$ cat src/tcu_map.vh
/*
 * Register map, field positions, mode codes and reset values for the
 * timer compare unit. Assumes plain Verilog-2005 inclusion by bare name.
 */
`ifndef TCU_MAP_VH
`define TCU_MAP_VH

// Word byte addresses on the Avalon-MM slave
`define TCU_ADDR_CTRL      4'h0
`define TCU_ADDR_CMPVAL    4'h4
`define TCU_ADDR_TIMER     4'h8
`define TCU_ADDR_STATUS    4'hc
`define TCU_ADDR_W         4

// Control register fields
`define TCU_MODE_LSB       0
`define TCU_MODE_MSB       3
`define TCU_CONV_EN_BIT    4
`define TCU_TMR_ON_BIT     5

// Status register fields (match and overflow bits write one to clear)
`define TCU_ST_MATCH_BIT   0
`define TCU_ST_OVF_BIT     1
`define TCU_ST_PIN_BIT     2
`define TCU_ST_OE_BIT      3

// Compare mode codes
`define TCU_MODE_OFF       4'h0
`define TCU_MODE_TOGGLE    4'h2
`define TCU_MODE_SET       4'h8
`define TCU_MODE_CLEAR     4'h9
`define TCU_MODE_SWINT     4'ha
`define TCU_MODE_SPECIAL   4'hb

// Reset values
`define TCU_CTRL_RST       6'h00
`define TCU_CMPVAL_RST     16'hffff
`define TCU_TIMER_RST      16'h0000

`endif

$ cat src/tcu_timer.v
/*
 * Free-running 16-bit timer counting on a one-cycle tick, with software
 * load, a clear request from the special event trigger and an overflow
 * pulse. Assumes the tick is synchronous to clk_i.
 */
module tcu_timer #(
    parameter WIDTH = 16
) (
    input  wire             clk_i,
    input  wire             rst_b_i,
    input  wire             tick_i,
    input  wire             clear_i,
    input  wire             load_i,
    input  wire [WIDTH-1:0] load_val_i,
    output reg  [WIDTH-1:0] count_o,
    output reg              ovf_o
);

    // Clear takes effect on the tick edge only; load wins over both
    always @(posedge clk_i) begin
        if (!rst_b_i) begin
            count_o <= {WIDTH{1'b0}};
            ovf_o   <= 1'b0;
        end else if (load_i) begin
            count_o <= load_val_i;
            ovf_o   <= 1'b0;
        end else if (tick_i) begin
            if (clear_i) begin
                count_o <= {WIDTH{1'b0}};
                ovf_o   <= 1'b0;                 // [RULE_11]
            end else begin
                count_o <= count_o + {{(WIDTH-1){1'b0}}, 1'b1};
                ovf_o   <= &count_o;
            end
        end else begin
            ovf_o <= 1'b0;
        end
    end

endmodule // tcu_timer

$ cat src/tcu_compare.v
/*
 * Compare unit: register file on Avalon-MM, timer instance, match logic,
 * pin action and special event trigger. Assumes the bus master holds a
 * request until waitrequest is sampled low, and that the timer tick comes
 * from a divided clock or a synchronised external source.
 */
`include "tcu_map.vh"

// Overview of operation
// [RULE_01] Compare value is checked against timer count continuously; equality is a match.
// [RULE_02] A match performs one selected action: toggle, set, clear, trigger or interrupt.
// [RULE_03] Pin action follows mode field; match flag sets together with the action.
// [RULE_04] Software sets the pin as output before relying on the compare pin.
// [RULE_05] Writing zero to the whole control register forces the compare latch low.
// [RULE_06] The timer must run synchronously while compare mode is used.
// [RULE_07] The timer must be ticked from a divided or external clock, not undivided.
// [RULE_08] Mode 1010 only raises the match flag and leaves the pin alone.
// [RULE_09] Mode 1011 resets the timer, starts conversion if enabled, pin uncontrolled.
// [RULE_10] Trigger asserts at match; timer clears on the next timer tick.
// [RULE_11] A trigger-caused timer reset never sets the timer overflow flag.
// [RULE_12] If the match vanishes before the reset edge, no timer reset occurs.
// [RULE_13] Toggle, set and clear codes are 0010, 1000 and 1001.
module tcu_compare #(
    parameter WIDTH = 16
) (
    input  wire                   clk_i,
    input  wire                   rst_b_i,
    input  wire                   tick_i,
    input  wire [`TCU_ADDR_W-1:0] avs_address_i,
    input  wire                   avs_read_i,
    input  wire                   avs_write_i,
    input  wire [31:0]            avs_writedata_i,
    input  wire [3:0]             avs_byteenable_i,
    output reg  [31:0]            avs_readdata_o,
    output reg                    avs_waitrequest_o,
    output reg                    cmp_pin_o,
    output reg                    cmp_pin_oe_o,
    output reg                    special_trig_o,
    output reg                    conv_start_o,
    output reg                    match_flag_o
);

    reg  [5:0]       ctrl;
    reg  [WIDTH-1:0] cmp_val;
    reg              cmp_latch;
    reg              match_flag;
    reg              ovf_flag;
    reg              match_d;
    reg              acc_done;
    wire [WIDTH-1:0] tmr_count;
    wire             tmr_ovf;
    wire [3:0]       mode;
    wire             match;
    wire             match_rise;
    wire             tmr_clear;
    wire             tmr_load;
    wire             pin_mode;
    wire             acc;
    wire             wr_ctrl;
    wire             wr_cmp;
    wire             wr_stat;
    reg  [31:0]      next_rdata;
    reg              next_latch;

    assign mode       = ctrl[`TCU_MODE_MSB:`TCU_MODE_LSB];
    // Equality is evaluated every cycle, not only on ticks
    assign match      = (cmp_val == tmr_count) && (mode != `TCU_MODE_OFF); // [RULE_01]
    // Act once per match, not every cycle the count rests on the value
    assign match_rise = match && !match_d;
    // Live match gates the clear so a moved compare value cancels it
    assign tmr_clear  = (mode == `TCU_MODE_SPECIAL) && match;    // [RULE_10] [RULE_12]
    assign pin_mode   = (mode == `TCU_MODE_TOGGLE) || (mode == `TCU_MODE_SET) ||
                        (mode == `TCU_MODE_CLEAR);              // [RULE_08] [RULE_09]

    // Bus decode: one wait cycle, answer on the second edge
    assign acc      = (avs_read_i || avs_write_i) && !acc_done;
    assign wr_ctrl  = acc && avs_write_i && (avs_address_i == `TCU_ADDR_CTRL) &&
                      avs_byteenable_i[0];
    assign wr_cmp   = acc && avs_write_i && (avs_address_i == `TCU_ADDR_CMPVAL);
    assign tmr_load = acc && avs_write_i && (avs_address_i == `TCU_ADDR_TIMER);
    assign wr_stat  = acc && avs_write_i && (avs_address_i == `TCU_ADDR_STATUS) &&
                      avs_byteenable_i[0];

    tcu_timer #(
        .WIDTH      (WIDTH)
    ) u_timer (
        .clk_i      (clk_i),
        .rst_b_i    (rst_b_i),
        .tick_i     (tick_i),
        .clear_i    (tmr_clear),
        .load_i     (tmr_load),
        .load_val_i (avs_writedata_i[WIDTH-1:0]),
        .count_o    (tmr_count),
        .ovf_o      (tmr_ovf)
    );

    // Compare latch next value
    always @* begin
        next_latch = cmp_latch;
        if (match_rise) begin
            case (mode)                                        // [RULE_02] [RULE_13]
                `TCU_MODE_TOGGLE: next_latch = ~cmp_latch;
                `TCU_MODE_SET:    next_latch = 1'b1;
                `TCU_MODE_CLEAR:  next_latch = 1'b0;
                default:          next_latch = cmp_latch;
            endcase
        end
        if (wr_ctrl && avs_writedata_i[5:0] == 6'h00) begin
            next_latch = 1'b0;                                 // [RULE_05]
        end
    end

    // Read mux
    always @* begin
        next_rdata = 32'h0000_0000;
        case (avs_address_i)
            `TCU_ADDR_CTRL:   next_rdata[5:0] = ctrl;
            `TCU_ADDR_CMPVAL: next_rdata[WIDTH-1:0] = cmp_val;
            `TCU_ADDR_TIMER:  next_rdata[WIDTH-1:0] = tmr_count;
            `TCU_ADDR_STATUS: next_rdata[3:0] = {cmp_pin_oe_o, cmp_latch, ovf_flag,
                                                 match_flag};
            default:          next_rdata = 32'h0000_0000;
        endcase
    end

    // Registers, flags and bus handshake
    always @(posedge clk_i) begin
        if (!rst_b_i) begin
            ctrl              <= `TCU_CTRL_RST;
            cmp_val           <= `TCU_CMPVAL_RST;
            cmp_latch         <= 1'b0;
            match_flag        <= 1'b0;
            ovf_flag          <= 1'b0;
            match_d           <= 1'b0;
            acc_done          <= 1'b0;
            avs_readdata_o    <= 32'h0000_0000;
            avs_waitrequest_o <= 1'b1;
        end else begin
            match_d   <= match;
            cmp_latch <= next_latch;
            acc_done  <= acc;
            avs_waitrequest_o <= !acc;
            if (acc) begin
                avs_readdata_o <= next_rdata;
            end
            if (wr_ctrl) begin
                ctrl <= avs_writedata_i[5:0];
            end
            // Byte lanes of the 16-bit compare value
            if (wr_cmp && avs_byteenable_i[0]) begin
                cmp_val[7:0] <= avs_writedata_i[7:0];
            end
            if (wr_cmp && avs_byteenable_i[1]) begin
                cmp_val[15:8] <= avs_writedata_i[15:8];
            end
            // Set wins over a write-one clear in the same cycle
            if (match_rise) begin
                match_flag <= 1'b1;                            // [RULE_03] [RULE_08]
            end else if (wr_stat && avs_writedata_i[`TCU_ST_MATCH_BIT]) begin
                match_flag <= 1'b0;
            end
            if (tmr_ovf) begin
                ovf_flag <= 1'b1;                              // [RULE_11]
            end else if (wr_stat && avs_writedata_i[`TCU_ST_OVF_BIT]) begin
                ovf_flag <= 1'b0;
            end
        end
    end

    // Outputs registered; trigger follows the match level directly
    always @(posedge clk_i) begin
        if (!rst_b_i) begin
            cmp_pin_o      <= 1'b0;
            cmp_pin_oe_o   <= 1'b0;
            special_trig_o <= 1'b0;
            conv_start_o   <= 1'b0;
            match_flag_o   <= 1'b0;
        end else begin
            cmp_pin_o      <= next_latch;
            cmp_pin_oe_o   <= pin_mode;                        // [RULE_08] [RULE_09]
            special_trig_o <= tmr_clear;                       // [RULE_10]
            conv_start_o   <= match_rise && (mode == `TCU_MODE_SPECIAL) &&
                              ctrl[`TCU_CONV_EN_BIT];          // [RULE_09]
            match_flag_o   <= match_rise | (match_flag &
                              !(wr_stat && avs_writedata_i[`TCU_ST_MATCH_BIT]));
        end
    end

endmodule // tcu_compare

$ cat config.mk
export PLATFORM = sky130hd
export DESIGN_NAME = tcu_compare
export DESIGN_NICKNAME = d
export VERILOG_FILES = /design/src/tcu_timer.v /design/src/tcu_compare.v
export VERILOG_INCLUDE_DIRS = /design/src
export SDC_FILE = /design/constraint.sdc
export NUM_CORES = 1
export LEC_CHECK = 0
export BUFFER_PORTS_ARGS = -buffer_cell sky130_fd_sc_hd__buf_2
export CAP_MARGIN = 0
export CORE_MARGIN = 8
export CORE_UTILIZATION = 40
export CTS_BUF_LIST = sky130_fd_sc_hd__clkbuf_8
export DETAILED_ROUTE_END_ITERATION = 8
export SLEW_MARGIN = 20
export SYNTH_ARGS = -nofsm -noshare
export SYNTH_HDL_FRONTEND = slang
export SYNTH_SLANG_ARGS = --single-unit
export TNS_END_PERCENT = 10
$ cat constraint.sdc
create_clock -name clk_i -period 3.2 [get_ports clk_i]
set_input_delay 0.64 -clock clk_i [delete_from_list [all_inputs] [get_ports clk_i]]
set_output_delay 0.64 -clock clk_i [all_outputs]
set_load 0.01 [all_outputs]
==> results.txt <==
In the global route stage, met2 resource usage came out at 22.8%. The required time reported for the critical path endpoint is 3.40 ns. The number of flops mapped to enable cells by yosys is 0, and the average vias per placed instance is 5.34. A synthesized cell averages 8.99 µm². Derived from the worst setup path, the maximum achievable clock frequency is 0.457 GHz.

For the number of max-slew violations in the final report, the log shows 0. The tools report the post-synthesis instance area as 0.00339 mm². The post-route netlist has 20.3% of its cells at a drive strength greater than 1.

The logs give 0.443 mW for the power spent charging and discharging nets and 1.03 ns for the register-to-register path setup slack. The first global-routing pass estimated 14.0 mm of wire. The number of global-route vias before repair came out at 2,726. The tools report the nature of the critical path startpoint as an input port. The tools report the count of final hold-check violations as 0. met2 is the most crowded layer. The logs give 0.00377 mm² for the total non-filler cell area in the finished layout and 2.39 ns for the data arrival time at the worst-slack endpoint. The met3 track demand over resource in global routing came out at 2.86%. In this run the worst path has a maximum fanout of 17. The placed instances occupy a cell area of 0.00357 mm².

The measured slew at the worst slew-check pin came out at 0.635 ns. For this run, asynchronously set or reset flops after synthesis account for 0%. The analysis attributes to cell leakage a power of 1.50 nW.

The number of filler cells placed in the layout was 833. Entering global routing, the biggest net connects 30 pins. TritonCTS built the clock tree. The critical path goes through buf_2, nor4b_2, buf_4, and2_1, buf_4, nor2_1, o21ai_4, o22ai_1. The logs give 1.27 mW for the cell internal power dissipation and 0 for the number of resized instances in the post-cts repair step. For this design, the CTS-stage hold fixing added 0 buffers. The die is 108 µm tall. End of the worst hold path: ovf_flag$_SDFFE_PN0P_. The clock root buffer master was sky130_fd_sc_hd__clkbuf_8. The number of placed instances, taps included, is 508. The congestion estimate from routability-driven global placement came to 0.773. The worst max-slew margin expressed relative to the limit is 57.5%. Peak ir drop on the vdd network: 175 µV. The delay of the slowest cell on the worst path came out at 0.32 ns.

For this run, the number of standard cells in the final layout without fillers is 524. STA classifies the critical path endpoint as a flip-flop. The H-tree was split into 3 levels. CTS saw 65 sinks. The share of the clock period used by the worst path after layout is 68.4%. The startpoint of the most critical hold path is u_timer.ovf_o$_SDFF_PP0_. The tools report the startpoint of the most critical register-to-register path as u_timer.count_o[9]$_SDFFE_PN0P_. In this run the tool buffered the top-level ports with 48 buffer cells.

Across every metal layer, demand over resource in global routing totals 15.0%. The critical path buffer and inverter count works out to 3. Setup repair after global routing left no endpoint under its margin.

After detailed routing, the average wire length per cell comes to 16.3 µm. Sequential cells were found to cover 38.4% of the synthesized design area. Clock tree synthesis inserted a total of 9 buffers. The share of total power dissipated in sequential elements is 49.6%. Between clock sinks in the finished design, the worst skew comes to 0.00573 ns. No sink is reached through more buffers than the 2 on the longest clock path. From left edge to right edge, the die measures 108 µm.

The detailed router finished its first iteration with 186 violations. The run finished with clean final reports. The number of cells traversed by the worst hold path is 1, and the accumulated negative setup slack is 0 ns. The number of setup buffers added after CTS is 0. The total vias in the final route is 2,798. For the estimated wirelength of the detail-placed design, the log shows 6.31 mm. By instance count, the cell type seen most on the critical path is sky130_fd_sc_hd__buf_4. The die covers 0.0117 mm².

Clock-pin slew was measured on the worst setup and hold paths at 0.07 ns. The net count of the finished layout is 460. Synthesis inferred 65 register bits. The slowest stage of the critical path belongs to the cell sky130_fd_sc_hd__nor4b_2.

The worst setup path is of the input port to flip-flop kind. Clock network power share: 40.7%. The layout overhead on the synthesized area is 11.2%. In the synthesized netlist, the number of instances is 377. Dividing total power by cell area gives a power density of 454 mW/mm². After floorplanning, the core was divided into 33 placement rows.

Power comes to 1.71 mW. The repair_antennas step left the layout with diodes totalling 0. The tools report the area of the core as 0.00822 mm². Summed over all layers, the routed wires come to 8.55 mm. The worst hold path belongs to the class flip-flop to flip-flop. After layout, the minimum clock period comes to 2.19 ns. The share of total power dissipated in combinational logic is 9.7%. The switching portion of total power works out to 25.9%. The remaining antenna violation count was 0. Family with the most delay on the worst path: simple AND/OR/NAND/NOR gates. Setup violations remaining at the end of the flow were counted as 0.

After global routing the overflow that remains totals 0. The most common flop cell mapped by yosys was sky130_fd_sc_hd__dfxtp_1. Unique cell type count in the Yosys netlist: 56.

The clock insertion delay at the later pin of the skew report was 0.34 ns. The worst register-to-register path ends at u_timer.count_o[0]$_SDFFE_PN0P_. For this run, design rule violations remaining after detail routing come to 0. Max capacitance violation total: 0.

The Yosys warning count was 0; the initial antenna violation count was 0. The number of iterations in the first detailed-routing pass is 4. In this run the worst setup path begins at avs_address_i[2]. Measured in cells, the most critical reg-to-reg path has a length of 5.

In this run the count of I/O pins placed on the die edge is 83. The met1 track demand over resource is 20.1%, and the starting utilization of the core area is 41.2%.
worst max-delay path by stage:
stage,endpoint,cells after the start
floorplan,cmp_val[0]$_SDFFE_PN1P_,7
global placement,u_timer.count_o[7]$_SDFFE_PN0P_,8
detailed placement,u_timer.count_o[0]$_SDFFE_PN0P_,8
CTS,u_timer.count_o[0]$_SDFFE_PN0P_,5
global route,u_timer.count_o[7]$_SDFFE_PN0P_,8
finish,u_timer.count_o[0]$_SDFFE_PN0P_,8
state kept, by name (all words and copies together) (netlist names):
name and cells:
special_trig_o 1, acc_done 1, cmp_pin_oe_o 1, u_timer.count_o 16
cmp_pin_o 1, u_timer.ovf_o 1, cmp_val 16, conv_start_o 1
ovf_flag 1, match_d 1, avs_readdata_o 16, match_flag 1
avs_waitrequest_o 1, match_flag_o 1, ctrl 6
kinds of logic after synthesis:
group	Yosys count	share of synthesized area, %
DFF	65	38.4
muxes	21	7.79
xor gates and xnor gates	29	7.50
adders and majority gates	1	0.369
AOI/OAI and AO/OA	62	12.7
and+or+nand+nor	148	23.9
other	1	0.111
buffers and inverters	50	9.27
layout by cell type (no fill, tap or decap), types with 13 or more instances in the layout:
cell type and count:
sky130_fd_sc_hd__dfxtp_1 65, sky130_fd_sc_hd__nand3_1 15, sky130_fd_sc_hd__a21oi_1 14, sky130_fd_sc_hd__nor3b_1 13
sky130_fd_sc_hd__xor2_1 18, sky130_fd_sc_hd__o22ai_1 15, sky130_fd_sc_hd__nor2_1 33, sky130_fd_sc_hd__conb_1 16
sky130_fd_sc_hd__mux2i_1 17, sky130_fd_sc_hd__nand2_1 34, sky130_fd_sc_hd__buf_2 48, sky130_fd_sc_hd__nor3_1 18
through the flow:
step	setup slack, ns	hold slack (ns)	utilization [%]
floorplan	1.32	0.418	-
global placement	0.722	0.435	43.5
detailed placement	0.690	0.447	43.5
CTS	1.01	0.460	45.9
global route	0.854	0.469	45.9
finish	1.01	0.460	45.9
layout make-up:
cell class	instances	area [µm²]	area share (%)
Clock buffer	10	138	3.65
Clock inverter	6	57.6	1.53
Inverter	7	26.3	0.697
Multi-Input combinational cell	277	1830	48.5
Sequential cell	65	1300	34.5
Tap cell	105	131	3.49
Timing Repair Buffer	54	285	7.57
power by group through the flow:
stage / Combinational, mW / Sequential (mW) / Clock [mW]
2_1_floorplan: 0.120 / 0.867 / 0
3_3_place_gp: 0.164 / 0.866 / 0
3_5_place_dp: 0.165 / 0.867 / 0
4_1_cts: 0.165 / 0.848 / 0.708
5_1_grt: 0.185 / 0.851 / 0.748
6_report: 0.165 / 0.849 / 0.696
metal layers:
layer  routed length (µm)  part of all wire, %  up-vias
met3                  489                  5.7        9
met5                    0                    0        -
met1                 4060                   47     1343
li1                     -                    -     1378
met2                 3880                   45       68
met4                  115                  1.3        0
cell usage after synthesis (4+ instances only):
master / count / area (µm²)
sky130_fd_sc_hd__o21ai_0: 4 / 20.0
sky130_fd_sc_hd__clkbuf_1: 9 / 33.8
sky130_fd_sc_hd__a22oi_1: 7 / 52.6
sky130_fd_sc_hd__buf_2: 8 / 40.0
sky130_fd_sc_hd__a21oi_1: 14 / 70.1
sky130_fd_sc_hd__buf_4: 19 / 143
sky130_fd_sc_hd__nor2_1: 33 / 124
sky130_fd_sc_hd__nand2_1: 34 / 128
sky130_fd_sc_hd__mux2i_1: 17 / 170
sky130_fd_sc_hd__nand3_1: 15 / 75.1
sky130_fd_sc_hd__dfxtp_1: 65 / 1300
sky130_fd_sc_hd__xor2_1: 18 / 158
sky130_fd_sc_hd__buf_6: 4 / 45.0
sky130_fd_sc_hd__a221oi_1: 10 / 87.6
sky130_fd_sc_hd__inv_1: 7 / 26.3
sky130_fd_sc_hd__nor3b_1: 13 / 97.6
sky130_fd_sc_hd__nor4_1: 5 / 31.3
sky130_fd_sc_hd__nor3_1: 18 / 90.1
sky130_fd_sc_hd__o22ai_1: 15 / 93.8
sky130_fd_sc_hd__xnor2_1: 11 / 96.3
(Power assumes the default switching activity.)
